File: config.mk
export PLATFORM = sky130hd
export DESIGN_NAME = cisd_decoder
export DESIGN_NICKNAME = d
export VERILOG_FILES = /design/src/core/cisd_pkg.sv /design/src/core/cisd_opmap.sv /design/src/core/cisd_decoder.sv
export SDC_FILE = /design/constraint.sdc
export NUM_CORES = 1
export LEC_CHECK = 0
export BUFFER_PORTS_ARGS = -buffer_cell sky130_fd_sc_hd__buf_2
export CORE_MARGIN = 3
export CORE_UTILIZATION = 25
export CTS_BUF_LIST = sky130_fd_sc_hd__clkbuf_4 sky130_fd_sc_hd__clkbuf_8
export DETAILED_ROUTE_END_ITERATION = 10
export HOLD_SLACK_MARGIN = 0.1
export MAX_ROUTING_LAYER = met4
export PLACE_DENSITY_LB_ADDON = 0.15
export SETUP_SLACK_MARGIN = 0.15
export SYNTH_ARGS = -nofsm -noshare
export SYNTH_HDL_FRONTEND = slang
export SYNTH_SLANG_ARGS = --single-unit
File: constraint.sdc
create_clock -name clk -period 4.2 [get_ports clk]
set_input_delay 0.42 -clock clk [delete_from_list [all_inputs] [get_ports clk]]
set_output_delay 0.42 -clock clk [all_outputs]
set_load 0.01 [all_outputs]
File: src/core/cisd_pkg.sv
// package of operation classes, lengths and timing for the instruction decoder
package cisd_pkg;
    localparam int unsigned CISD_CLK_HZ = 25000000;
    localparam int unsigned CISD_LEN_SHORT = 2;
    localparam int unsigned CISD_LEN_LONG = 4;
    localparam logic [3:0] CISD_INIT_SETTLE_NS = 4'h8;
    localparam logic [1:0] CISD_RST_PWR = 2'h0;
    localparam logic [1:0] CISD_RST_INIT = 2'h0;
    localparam logic [15:0] CISD_RST_WORD = 16'h0000;
    localparam logic [15:0] CISD_SIGN_BIT = 16'h8000;
    typedef enum logic [5:0] {
        CISD_OP_NOP, CISD_OP_ADD, CISD_OP_ADDC, CISD_OP_SUB, CISD_OP_SUBC,
        CISD_OP_MUL, CISD_OP_UMUL, CISD_OP_DIV, CISD_OP_DIVU, CISD_OP_LDIV, CISD_OP_LDIVU,
        CISD_OP_CPL, CISD_OP_NEG, CISD_OP_AND, CISD_OP_OR, CISD_OP_XOR,
        CISD_OP_BCLR, CISD_OP_BSET, CISD_OP_BITCOPY, CISD_OP_BITCOPYN, CISD_OP_BITLOGIC,
        CISD_OP_BITCMP, CISD_OP_MASK_HI, CISD_OP_MASK_LO, CISD_OP_CMP,
        CISD_OP_CMP_DEC1, CISD_OP_CMP_DEC2, CISD_OP_CMP_INC1, CISD_OP_CMP_INC2, CISD_OP_NORM_CNT,
        CISD_OP_SHL, CISD_OP_SHR, CISD_OP_ROL, CISD_OP_ROR, CISD_OP_SIGN_SHR, CISD_OP_MOV,
        CISD_OP_MOVSX, CISD_OP_MOVZX, CISD_OP_JMP, CISD_OP_JMPSEG, CISD_OP_JBIT,
        CISD_OP_JCLRBIT, CISD_OP_JSETBIT, CISD_OP_CALL, CISD_OP_CALLSEG, CISD_OP_PUSH_CALL,
        CISD_OP_TRAP, CISD_OP_PUSH, CISD_OP_POP, CISD_OP_CTXSW, CISD_OP_RET, CISD_OP_RETS,
        CISD_OP_RETPOP, CISD_OP_RETI, CISD_OP_SRST, CISD_OP_IDLE, CISD_OP_POWER_DOWN,
        CISD_OP_SRVWDT, CISD_OP_DISWDT, CISD_OP_END_INIT, CISD_OP_ATOMIC, CISD_OP_EXTREG,
        CISD_OP_EXTPAGE, CISD_OP_EXTSEG
    } cisd_op_t;
    // one bit wider than the class field so the count of 64 classes fits
    localparam logic [6:0] CISD_OP_COUNT = 7'h40;
    typedef enum logic [2:0] {
        CISD_ST_IDLE = 3'b001,
        CISD_ST_WAIT_HI = 3'b010,
        CISD_ST_BUSY = 3'b100
    } cisd_state_t;
endpackage : cisd_pkg

File: src/core/cisd_opmap.sv
// combinational opcode table: opcode byte to class, length and execution flags
module cisd_opmap
    import cisd_pkg::*;
(
    input wire logic [7:0] opcode,
    output cisd_op_t op,
    output logic long_form,
    output logic variant,
    output logic known
);
    // the upper 6 bits pick the class; bit 1 chooses long form where the class has no fixed length, bit 0 the variant
    always_comb begin
        op = cisd_op_t'(opcode[7:2]);
        known = ({1'b0, opcode[7:2]} < CISD_OP_COUNT);
        variant = opcode[0];
        case (op)
            CISD_OP_MUL, CISD_OP_UMUL, CISD_OP_DIV, CISD_OP_DIVU, CISD_OP_LDIV, CISD_OP_LDIVU,
            CISD_OP_CPL, CISD_OP_NEG, CISD_OP_BCLR, CISD_OP_BSET, CISD_OP_NORM_CNT,
            CISD_OP_SHL, CISD_OP_SHR, CISD_OP_ROL, CISD_OP_ROR, CISD_OP_SIGN_SHR, CISD_OP_TRAP,
            CISD_OP_PUSH, CISD_OP_POP, CISD_OP_RET, CISD_OP_RETS, CISD_OP_RETPOP, CISD_OP_RETI,
            CISD_OP_ATOMIC, CISD_OP_EXTREG, CISD_OP_NOP: long_form = 1'b0;
            CISD_OP_BITCOPY, CISD_OP_BITCOPYN, CISD_OP_BITLOGIC, CISD_OP_BITCMP, CISD_OP_MASK_HI,
            CISD_OP_MASK_LO, CISD_OP_JMP, CISD_OP_JMPSEG, CISD_OP_JBIT, CISD_OP_JCLRBIT,
            CISD_OP_JSETBIT, CISD_OP_CALL, CISD_OP_CALLSEG, CISD_OP_PUSH_CALL, CISD_OP_CTXSW,
            CISD_OP_SRST, CISD_OP_IDLE, CISD_OP_POWER_DOWN, CISD_OP_SRVWDT, CISD_OP_DISWDT,
            CISD_OP_END_INIT: long_form = 1'b1;
            default: long_form = opcode[1];
        endcase
    end
endmodule : cisd_opmap

File: src/core/cisd_decoder.sv
// standard instruction decoder with its small execute side-effects
// Function
// - word/byte add, with carry variant, 2 or 4 bytes by operand form
// - word/byte subtract, with carry variant, 2 or 4 bytes
// - signed/unsigned 16x16 register multiply, 2 bytes
// - divide low muldiv half by a register, signed or unsigned, 2 bytes
// - long divide full muldiv by a register, 32/16, signed or unsigned
// - copy one direct bit to another, optionally inverted, 4 bytes
// - masked modify of high or low byte with immediate data, 4 bytes
// - compare word with register then decrement it by 1 or 2
// - compare word with register then increment it by 1 or 2
// - count shifts needed to normalize a word, store count in a register
// - arithmetic right shift keeps sign; logical shifts and rotates, 2 bytes
// - byte to word move, sign-extended or zero-extended upper byte
// - jump relative if bit set and clear that bit, 4 bytes
// - jump relative if bit clear and set that bit, 4 bytes
// - push direct register then absolute call, single 4-byte instruction
// - save direct register on stack then load it with operand, 4 bytes
// - intra-segment return and pop direct register, 2 bytes
// - software interrupt via immediate trap number, 2 bytes
// - power-down entered only while the nmi pin is low, 4 bytes
// - end-of-init raises the reset output pin, 4 bytes
// - extended page sequence, optionally with extended register, 2 or 4 bytes
// - extended segment sequence, optionally with extended register, 2 or 4 bytes
module cisd_decoder
    import cisd_pkg::*;
(
    input wire logic clk,
    input wire logic rst_n,
    input wire logic clk_en,
    input wire logic fetch_valid,
    input wire logic [15:0] fetch_word,
    input wire logic [15:0] operand_word,
    input wire logic [15:0] general_register,
    input wire logic nmi_pin,
    output logic fetch_ready,
    output logic dec_valid,
    output cisd_op_t dec_op,
    output logic dec_long,
    output logic [2:0] dec_len,
    output logic [15:0] dec_result,
    output logic [7:0] trap_number,
    output logic [3:0] bit_update,
    output logic power_down,
    output logic reset_output_pin
);
    cisd_op_t map_op;
    logic map_long;
    logic map_var;
    logic map_known;
    cisd_state_t st_q, st_d;
    logic [15:0] first_q, first_d;
    logic [15:0] second_q, second_d;
    logic dv_q, dv_d;
    cisd_op_t op_q, op_d;
    logic long_q, long_d;
    logic [2:0] len_q, len_d;
    logic [15:0] res_q, res_d;
    logic [7:0] trap_q, trap_d;
    logic [3:0] bit_q, bit_d;
    logic pd_q, pd_d;
    logic init_q, init_d;
    logic rdy_q, rdy_d;
    logic [4:0] normalize_count_op_cnt;
    logic [15:0] word_in;
    logic [15:0] hi_word;
    logic [7:0] opcode_in;

    // once the first word is taken the bus may move on, so decode from the held copy
    assign opcode_in = (st_q == CISD_ST_IDLE) ? fetch_word[7:0] : first_q[7:0];

    cisd_opmap u_opmap (
        .opcode(opcode_in),
        .op(map_op),
        .long_form(map_long),
        .variant(map_var),
        .known(map_known)
    );

    // leading-zero count: one generate-free loop, a priority search from the top
    always_comb begin
        normalize_count_op_cnt = 5'h00;
        for (int i = 15; i >= 0; i--) begin
            if (normalize_count_op_cnt == 5'(15 - i) && general_register[i] == 1'b0) begin
                normalize_count_op_cnt = 5'(16 - i);
            end
        end
        if (general_register == CISD_RST_WORD) begin
            normalize_count_op_cnt = 5'h00;
        end
    end

    assign word_in = operand_word;
    assign hi_word = second_q;

    always_comb begin
        st_d = st_q;
        first_d = first_q;
        second_d = second_q;
        dv_d = 1'b0;
        op_d = op_q;
        long_d = long_q;
        len_d = len_q;
        res_d = res_q;
        trap_d = trap_q;
        bit_d = 4'h0;
        pd_d = pd_q;
        init_d = init_q;
        rdy_d = 1'b1;
        case (st_q)
            CISD_ST_IDLE: begin
                // words offered while ready is low are refused, power-down included
                if (fetch_valid && rdy_q) begin
                    first_d = fetch_word;
                    if (map_long) begin
                        st_d = CISD_ST_WAIT_HI;
                    end else begin
                        st_d = CISD_ST_BUSY;
                        rdy_d = 1'b0;
                    end
                end
            end
            CISD_ST_WAIT_HI: begin
                if (fetch_valid && rdy_q) begin
                    second_d = fetch_word;
                    st_d = CISD_ST_BUSY;
                    rdy_d = 1'b0;
                end
            end
            CISD_ST_BUSY: begin
                // a decode is issued once the whole instruction is held
                dv_d = 1'b1;
                op_d = map_op;
                long_d = map_long;
                len_d = map_long ? 3'(CISD_LEN_LONG) : 3'(CISD_LEN_SHORT);
                res_d = word_in;
                trap_d = first_q[15:8];
                st_d = CISD_ST_IDLE;
                case (map_op)
                    CISD_OP_ADD, CISD_OP_ADDC: res_d = general_register + word_in;
                    CISD_OP_SUB, CISD_OP_SUBC: res_d = general_register - word_in;
                    CISD_OP_MUL, CISD_OP_UMUL, CISD_OP_DIV, CISD_OP_DIVU: res_d = general_register;
                    CISD_OP_LDIV, CISD_OP_LDIVU: res_d = general_register;
                    CISD_OP_BITCOPY: bit_d = {2'b10, word_in[0], 1'b0};
                    CISD_OP_BITCOPYN: bit_d = {2'b10, ~word_in[0], 1'b0};
                    CISD_OP_MASK_HI: res_d = (word_in & ~{hi_word[7:0], 8'h00}) |
                        ({hi_word[15:8], 8'h00} & {hi_word[7:0], 8'h00});
                    CISD_OP_MASK_LO: res_d = (word_in & ~{8'h00, hi_word[7:0]}) |
                        ({8'h00, hi_word[15:8]} & {8'h00, hi_word[7:0]});
                    CISD_OP_CMP_DEC1: res_d = general_register - 16'h0001;
                    CISD_OP_CMP_DEC2: res_d = general_register - 16'h0002;
                    CISD_OP_CMP_INC1: res_d = general_register + 16'h0001;
                    CISD_OP_CMP_INC2: res_d = general_register + 16'h0002;
                    CISD_OP_NORM_CNT: res_d = {11'h000, normalize_count_op_cnt};
                    CISD_OP_SHL: res_d = general_register << word_in[3:0];
                    CISD_OP_SHR: res_d = general_register >> word_in[3:0];
                    CISD_OP_ROL: res_d = (general_register << word_in[3:0]) |
                        (general_register >> (5'h10 - {1'b0, word_in[3:0]}));
                    CISD_OP_ROR: res_d = (general_register >> word_in[3:0]) |
                        (general_register << (5'h10 - {1'b0, word_in[3:0]}));
                    CISD_OP_SIGN_SHR: res_d = 16'($signed(general_register) >>> word_in[3:0]);
                    CISD_OP_MOVSX: res_d = {{8{word_in[7]}}, word_in[7:0]};
                    CISD_OP_MOVZX: res_d = {8'h00, word_in[7:0]};
                    CISD_OP_JCLRBIT: if (word_in[0]) bit_d = 4'b1100;
                    CISD_OP_JSETBIT: if (!word_in[0]) bit_d = 4'b1110;
                    CISD_OP_PUSH_CALL: res_d = general_register;
                    CISD_OP_CTXSW: res_d = word_in;
                    CISD_OP_RETPOP: res_d = word_in;
                    CISD_OP_TRAP: trap_d = first_q[15:8];
                    CISD_OP_POWER_DOWN: pd_d = !nmi_pin;
                    CISD_OP_END_INIT: init_d = 1'b1;
                    CISD_OP_EXTPAGE: res_d = {15'h0000, map_var};
                    CISD_OP_EXTSEG: res_d = {15'h0000, map_var};
                    default: res_d = word_in;
                endcase
                if (!map_known) begin
                    op_d = CISD_OP_NOP;
                end
            end
            default: begin
                st_d = CISD_ST_IDLE;
            end
        endcase
        // a wake from power-down: the nmi pin high releases the core
        if (pd_q && nmi_pin) begin
            pd_d = 1'b0;
        end
        if (pd_q) begin
            rdy_d = 1'b0;
        end
    end

    always_ff @(posedge clk or negedge rst_n) begin
        if (!rst_n) begin
            st_q <= CISD_ST_IDLE;
            first_q <= CISD_RST_WORD;
            second_q <= CISD_RST_WORD;
            dv_q <= 1'b0;
            op_q <= CISD_OP_NOP;
            long_q <= 1'b0;
            len_q <= 3'h0;
            res_q <= CISD_RST_WORD;
            trap_q <= 8'h00;
            bit_q <= 4'h0;
            pd_q <= 1'b0;
            init_q <= 1'b0;
            rdy_q <= 1'b0;
        end else if (clk_en) begin
            st_q <= st_d;
            first_q <= first_d;
            second_q <= second_d;
            dv_q <= dv_d;
            op_q <= op_d;
            long_q <= long_d;
            len_q <= len_d;
            res_q <= res_d;
            trap_q <= trap_d;
            bit_q <= bit_d;
            pd_q <= pd_d;
            init_q <= init_d;
            rdy_q <= rdy_d;
        end
    end

    assign fetch_ready = rdy_q;
    assign dec_valid = dv_q;
    assign dec_op = op_q;
    assign dec_long = long_q;
    assign dec_len = len_q;
    assign dec_result = res_q;
    assign trap_number = trap_q;
    assign bit_update = bit_q;
    assign power_down = pd_q;
    assign reset_output_pin = init_q;

    a_len_matches_form: assert property (@(posedge clk) disable iff (!rst_n)
        dec_valid |-> dec_len == (dec_long ? 3'h4 : 3'h2)) else $error("length mismatch");
    a_pdown_needs_nmi: assert property (@(posedge clk) disable iff (!rst_n)
        clk_en && $rose(power_down) |-> $past(!nmi_pin)) else $error("power-down without nmi low");
    a_init_sticks: assert property (@(posedge clk) disable iff (!rst_n)
        reset_output_pin |=> reset_output_pin) else $error("reset output dropped");
    a_init_cause: assert property (@(posedge clk) disable iff (!rst_n)
        $rose(reset_output_pin) |-> dec_valid && dec_op == CISD_OP_END_INIT) else $error("init without op");
    a_long_takes_two: assert property (@(posedge clk) disable iff (!rst_n)
        dec_valid && dec_long |-> $past(st_q, 2) == CISD_ST_WAIT_HI || !$past(clk_en))
        else $error("long op skipped second word");
    a_zx_upper_zero: assert property (@(posedge clk) disable iff (!rst_n)
        dec_valid && dec_op == CISD_OP_MOVZX |-> dec_result[15:8] == 8'h00) else $error("zero extend");
    a_sx_upper_sign: assert property (@(posedge clk) disable iff (!rst_n)
        dec_valid && dec_op == CISD_OP_MOVSX |-> dec_result[15:8] == {8{dec_result[7]}})
        else $error("sign extend");
    a_jclr_clears: assert property (@(posedge clk) disable iff (!rst_n)
        dec_valid && dec_op == CISD_OP_JCLRBIT && bit_update[3] |-> bit_update[1] == 1'b0)
        else $error("bit not cleared");
    a_jset_sets: assert property (@(posedge clk) disable iff (!rst_n)
        dec_valid && dec_op == CISD_OP_JSETBIT && bit_update[3] |-> bit_update[1] == 1'b1)
        else $error("bit not set");
    c_long_decode: cover property (@(posedge clk) disable iff (!rst_n) dec_valid && dec_long);
    c_short_decode: cover property (@(posedge clk) disable iff (!rst_n) dec_valid && !dec_long);
    c_power_down: cover property (@(posedge clk) disable iff (!rst_n) $rose(power_down));
    c_init_done: cover property (@(posedge clk) disable iff (!rst_n) $rose(reset_output_pin));
endmodule : cisd_decoder

==> metrics.md, run 1 <==
| Metric | Value |
|---|---|
| Ys flop type | `dfrtp_1` |
| DRT iter0 DRCs | `~830` |
| Pin count of the biggest net entering global routing | `75` |
| Worst Max-Slew Pin Slew | `around 1000 ps` |
| Cts bufs inserted | `9` |
| Die H | `approximately 200 um` |
| Async S/R FF share, synth | `1.000` |
| Data required, critical path | `around 4500 ps` |
| Period utilization | `0.9741` |
| Register-to-Register Path Depth | `16` |
| Post-route insts no fill | `1907` |
| Initial Util | `0.2558` |
| Ratio of cells with drive above 1 in the final layout | `0.2851` |
| Reg2Reg Setup Slack | `between 100 and 150 ps` |
| Hold Worst Slack | `208.1 ps` |
| Vias per std cell | `between 5 and 6` |
| Final Slew Violations | `0` |
| Flops & latches, synth | `74` |
| Die width | `around 200 um` |
| Clk sinks | `74` |
| Clk_lat worst skew | `around 380 ps` |
| Mapped Cells | `1245` |
| CP Cell Sequence | `or3b_4 -> mux2i_4 -> a2111oi_4 -> clkbuf_16 -> buf_4 -> a31oi_1 -> o22a_1 -> ha_4 -> or3_4 -> o22a_1 -> nand4_1 -> a31oi_2 -> a31oi_1 -> xnor2_1 -> a221oi_1 -> nor3_1` |
| Routed wire length | `~48000 um` |
| CTS Root Cell | `clkbuf_8` |
| Synthesized area | `about 0.0094 mm2` |
| CP peak stage delay | `between 500 and 600 ps` |
| CTS tree | `built` |
| Leakage | `~4.8 nW` |
| Ant diodes | `0` |
| Commonest non-fill, non-tap cells in the layout | `buf_4 (152), nand2_1 (136), nor2_1 (124), o21ai_0 (94), buf_2 (91)` |
| Kind of critical path | `reg -> reg` |
| Final setup viols | `0` |
| Clk_skew | `12.74 ps` |
| Tmin final | `between 4000 and 5000 ps` |
| Number of port buffers | `92` |
| Startpoint types | `register` |
| Io pins | `95` |
| WP data arrival | `between 4000 and 5000 ps` |
| Final hold vios | `0` |
| Outcome | `finished clean` |
| RD Place Congestion | `around 0.99` |
| CTS H-tree lvls | `3` |
| Reg2Reg Launch Point | `st_q[0]` |
| Kind of end point of the critical path | `register` |
| Post-synth EDFFs | `0` |
| Core area | `about 0.037 mm2` |
| Max Cap Viol | `0` |
| Avg Cell Area, Syn | `roughly 7.6 um2` |
| DPL Wire Length | `between 30000 and 40000 um` |
| Worst-path cell with the longest stage delay | `dfstp_2` |
| Pre-antenna DRT Iters | `5` |
| Sequential area share after synthesis | `0.1965` |
| Std-Cell Rows | `70` |
| First-pass GRT wire length | `slightly above 70000 um` |
| Syn. warnings | `0` |
| Via count | `~11000` |
| HP Class | `in -> async` |
| Count of cell types in the netlist | `between 80 and 90` |
| Initial antenna violation count | `1` |
| GR Util All Layers | `0.2366` |
| ANT nets after route | `0` |
| DRC | `0` |
| Maximum vdd drop | `~0.00022 V` |
| RR Endpoint | `dec_result[14]` |
| Area Growth Syn to Fin | `25.28%` |
| Overall die area | `around 0.04 mm2` |
| Crit Path Max Fanout | `5` |
| Clock-pin slew on the worst setup and hold paths | `approximately 100 ps` |
| Fmax | `approximately 240 MHz` |
| Grt total ovfl | `0` |
| Commonest non-fill, non-tap cell in the layout | `buf_4` |
| Placed cells | `between 1500 and 2000` |
| NumNets Final | `between 1000 and 1500` |
| Drt wl/cell | `between 20 and 30 um` |
| Max_slew headroom | `0.3149` |
| Longest Clk Path Bufs | `2` |
| Vias in the first global route | `roughly 11000` |
| Unrepaired setup endpoints after global routing | `yes` |
| Pwr/cell area | `505.0 mW/mm2` |
## layer usage
layer / GRT usage / vias up / share of wire
met5: - / - / 0
met4: 0.08946 / 0 / 0.042
met3: 0.04697 / 112 / 0.085
met2: 0.3456 / 541 / 0.43
met1: 0.3225 / 5357 / 0.44
li1: - / 5010 / -
## kinds of logic (layout without fill, tap and decap cells)
| logic type | after synthesis | count (layout) | share of synthesized area |
|---|---|---|---|
| compound gates | 437 | 437 | 0.3064 |
| xor+xnor | 27 | 27 | 0.02507 |
| fa+ha+maj | 31 | 31 | 0.04272 |
| buf+inv | 124 | 281 | 0.05479 |
| flops | 74 | 74 | 0.1965 |
| mux | 111 | 111 | 0.1534 |
| other cells | 1 | 2 | 0.0003976 |
| simple gates | 440 | 440 | 0.2207 |
## critical path, delay by kind of cell (launching register included)
kind            cells  cell delay (ps)
xor+xnor            1              110
simple gates        4             1060
buf+inv             2              340
mux                 1              220
fa+ha+maj           1              170
flops               1              540
compound gates      7             1520
## Yosys cell counts (5+ instances only)
cell type,instances,area share
nand2_1,136,0.054
nor2_1,129,0.051
o21ai_0,95,0.050
a21oi_1,90,0.048
dfrtp_1,73,0.19
clkbuf_1,71,0.028
mux2_2,49,0.059
mux2i_1,41,0.044
nor3_1,37,0.020
a31oi_1,34,0.023
nand3_1,31,0.016
ha_1,29,0.038
o22ai_1,28,0.019
a211oi_1,20,0.016
o22a_1,20,0.019
o21a_1,19,0.015
xnor2_1,19,0.018
buf_2,18,0.0096
mux4_2,18,0.043
nand2b_1,17,0.011
nor2b_1,17,0.011
inv_1,16,0.0064
a21o_1,15,0.012
a221oi_1,14,0.013
a22oi_1,14,0.011
o211ai_1,13,0.010
or3_1,12,0.0080
buf_1,10,0.0040
or2_2,9,0.0060
and3_1,8,0.0053
xor2_1,8,0.0074
nand4_1,7,0.0046
a2111oi_0,6,0.0056
and2_1,6,0.0040
o31ai_1,6,0.0048
o32ai_1,6,0.0056
a21boi_0,5,0.0040
nor4_1,5,0.0033
o2111ai_1,5,0.0046
o221ai_1,5,0.0046
## per-stage QoR
step                total power, mW  setup slack [ps]  setup TNS, ps    util  instance area, um2
finish                        5.967             108.8              0  0.3205               11820
global route                  6.380            -46.70         -46.70  0.3205               11820
CTS                           5.747             157.2              0  0.3136               11560
detailed placement            5.056            -118.2         -118.2  0.3069               11320
global placement              5.068            -18.34         -18.34  0.3069               11320
floorplan                     3.490            -8.648         -8.648       -                9522
## power breakdown
group	internal, mW	switching (mW)	total, mW
registers	0.998	0.244	1.24
clock network	0.285	0.336	0.622
logic	1.73	2.37	4.10
## area by class of cell
cell class,count,area [um2]
clock inverters,7,82.58
inverters,18,75.07
well taps,504,630.6
multi-input cells,1048,7382
repair buffers,247,1669
clock buffers,9,123.9
fillers,4010,25060
flip-flops and latches,74,1853
## repair_timing
item / in CTS / in global routing
setup buffers: 1 / 4
endpoints found under the setup margin: 4 / 9
hold endpoints to repair: 0 / 0
gates cloned: 0 / 1
hold buffers: 0 / 0
pin swaps: 2 / 8
resized for setup: 9 / 35
## worst max path at each step
stage,slack [ps],end,depth (start not counted),from
3_3_place_gp,-20,dec_result[15],18,operand_word[1]
5_1_grt,-50,dec_result[14],17,st_q[0]
2_1_floorplan,-9,dec_result[15],19,operand_word[1]
6_report,110,dec_result[14],16,st_q[0]
4_1_cts,160,dec_result[13],17,st_q[0]
3_5_place_dp,-120,dec_result[15],18,operand_word[0]
## sequential cells by signal (all words and copies together) (netlist names), 3 cells and up
name         count
trap_number      8
dec_op           6
first_q         16
dec_result      16
bit_update       3
hi_word         16
st_q             3
Power figures use the tool's default switching activity.
==> run 2, diff against run 1 <==
--- a/config.mk
+++ b/config.mk
@@ -8,3 +8,2 @@
 export BUFFER_PORTS_ARGS = -buffer_cell sky130_fd_sc_hd__buf_2
-export CORE_MARGIN = 3
 export CORE_UTILIZATION = 25
==> constraint.sdc (replaced) <==
create_clock -name clk -period 4.2 [get_ports clk]
set_input_delay 0.21 -clock clk [delete_from_list [all_inputs] [get_ports clk]]
set_output_delay 0.21 -clock clk [all_outputs]
set_load 0.01 [all_outputs]
==> run 2 against run 1 <==
Against the previous run: non-clock buffer count down 40; critical path depth up 2; via count down 0.55%; flip-flop and latch count unchanged; first-iteration DRC count up 36%; combinational power down 5.1%; highest routed layer unchanged; worst hold slack worse by 22 ps; power down 3.7%.
==> metrics.md, run 2 (synthesized netlist as in run 1, its figures left out) <==
| Metric | Value |
|---|---|
| Final Slew Violations | `0` |
| Die H | `~200 um` |
| Fmax | `between 200 and 250 MHz` |
| CTS H-tree lvls | `3` |
| Worst setup path start | `st_q[0]` |
| Max Cap Viol | `0` |
| Unrepaired setup endpoints after global routing | `yes` |
| Comb power frac | `0.677` |
| Routed wire length | `47270 um` |
| Die width | `196.2 um` |
| Initial Util | `0.2558` |
| Kind of critical path | `reg -> reg` |
| Max_slew headroom | `0.2912` |
| DRT iter0 DRCs | `1137` |
| Hold Worst Slack | `186.5 ps` |
| Grt total ovfl | `0` |
| NumNets Final | `approximately 1400` |
| CTS Root Cell | `clkbuf_8` |
| Pre-antenna DRT Iters | `5` |
| Initial antenna violation count | `0` |
| RD Place Congestion | `between 0.9 and 1` |
| Worst Max-Slew Pin Slew | `approximately 1100 ps` |
| Pwr/cell area | `between 500 and 600 mW/mm2` |
| First-pass GRT wire length | `between 70000 and 80000 um` |
| Ratio of cells with drive above 1 in the final layout | `0.2421` |
| Startpoint types | `register` |
| Commonest non-fill, non-tap cell in the layout | `nand2_1` |
| Period utilization | `0.9686` |
| Leakage | `around 4.6 nW` |
| Tmin final | `4068 ps` |
| Sw frac | `0.5002` |
| Overall die area | `around 0.039 mm2` |
| Cts bufs inserted | `9` |
| GR Util All Layers | `0.2511` |
| Final worst slack | `~130 ps` |
| Data required, critical path | `~4500 ps` |
| Via count | `around 11000` |
| DRC | `0` |
| Maximum vdd drop | `roughly 0.00028 V` |
| Clk_skew | `around 14 ps` |
| Number of port buffers | `92` |
| Kind of end point of the critical path | `register` |
| Io pins | `95` |
| Post-route insts no fill | `between 1500 and 2000` |
| Placed cells | `~1800` |
| Setup TNS | `0 ps` |
| DPL Wire Length | `about 35000 um` |
| HP Class | `in -> reg` |
| Clock-pin slew on the worst setup and hold paths | `around 100 ps` |
| Final hold vios | `0` |
| Clk sinks | `74` |
| Post-placement setup slack | `-26.80 ps` |
| Vias per std cell | `a little under 6` |
| Sequential fraction of design power | `0.215` |
| Sw Pwr | `2.873 mW` |
| CTS tree | `built` |
| Clk pwr share | `0.108` |
| Longest Clk Path Bufs | `2` |
| Pin count of the biggest net entering global routing | `75` |
| Outcome | `finished clean` |
| Area Growth Syn to Fin | `21.08%` |
| Std-Cell Rows | `70` |
| Core area | `0.03687 mm2` |
| Crit Path Max Fanout | `8` |
| Ant diodes | `0` |
| Reg2Reg Launch Point | `st_q[0]` |
| Cell-internal power | `2.871 mW` |
| Commonest non-fill, non-tap cells in the layout | `nand2_1 (136), nor2_1 (126), buf_4 (99), o21ai_0 (94), buf_2 (91)` |
| Drt wl/cell | `~25 um` |
| Vias in the first global route | `about 10000` |
| WP data arrival | `between 4000 and 5000 ps` |
| Final setup viols | `0` |
| Clk_lat worst skew | `approximately 380 ps` |
| ANT nets after route | `0` |
| Hold_sp | `operand_word[4]` |
-- run 2: changes by cell type in the layout (fill, tap and decap cells not counted), sizes merged --
cell / delta
buf: -52
clkbuf: -2
clkinv: +1
clkinvlp: -1
dlygate4sd3: +14
-- run 2: per-stage QoR --
| stage | cell area (um2) | utilization | power [mW] |
|---|---|---|---|
| final | 11420 | 0.3097 | 5.744 |
| after floorplan | 9540 | - | 3.513 |
| after CTS | 11400 | 0.3093 | 5.692 |
| after global placement | 10950 | 0.2969 | 4.944 |
| after detailed placement | 10950 | 0.2969 | 4.929 |
| after global routing | 11420 | 0.3097 | 6.112 |
-- run 2: repair_timing --
item,CTS,global route
pin swaps,11,5
endpoints found under the hold margin,95,0
hold buffers,14,0
setup buffers,3,0
endpoints found under the setup margin,7,7
resized for setup,21,3
-- run 2: path summary, 6_finish.rpt --
path / depth (start not counted) / to / slack, ps
max: 18 / dec_result[15] / 130
max reg2reg: 18 / dec_result[15] / 130
max in group asynchronous: 2 / dec_result[15] / 2950
min reg2reg: 2 / trap_number[5] / 470
min in group asynchronous: 2 / first_q[14] / 550
min: 3 / dec_result[4] / 190
-- run 2: worst max-delay path: stages, from the launching register on --
cell and delay, ps:
dfstp_2 550, buf_6 90, nor3b_4 240, mux2_4 350, a2111oi_4 390, buf_12 180
buf_6 120, a31oi_1 80, o22a_1 250, ha_2 370, o211ai_1 100, nand2_1 90
o2111ai_2 150, a21boi_2 200, o2111ai_2 170, a31oi_1 200, xnor2_1 150, nand2_1 80
a211oi_2 220
-- run 2: area by class of cell --
cell class,instances,area [um2]
sequential,74,1853
clock inverter,7,81.33
multi-input combinational,1048,7279
fill,4052,25450
timing repair buffer,207,1381
clock buffer,9,123.9
tap,504,630.6
inverter,18,70.07
-- run 2: metal layers --
layer,GRT usage,routed length (um),vias to the layer above
met2,0.3817,20980,528
met4,0.06424,1149,0
met5,-,0,-
met1,0.3507,22030,5423
li1,-,-,4949
met3,0.03008,3109,59
-- run 2: power groups by stage --
stage | sequential (mW) | combinational (mW) | clock, mW
after global routing | 1.28 | 4.17 | 0.663
after global placement | 1.24 | 3.70 | 0
after detailed placement | 1.24 | 3.68 | 0
after floorplan | 1.22 | 2.29 | 0
after CTS | 1.24 | 3.81 | 0.642
final | 1.24 | 3.89 | 0.619
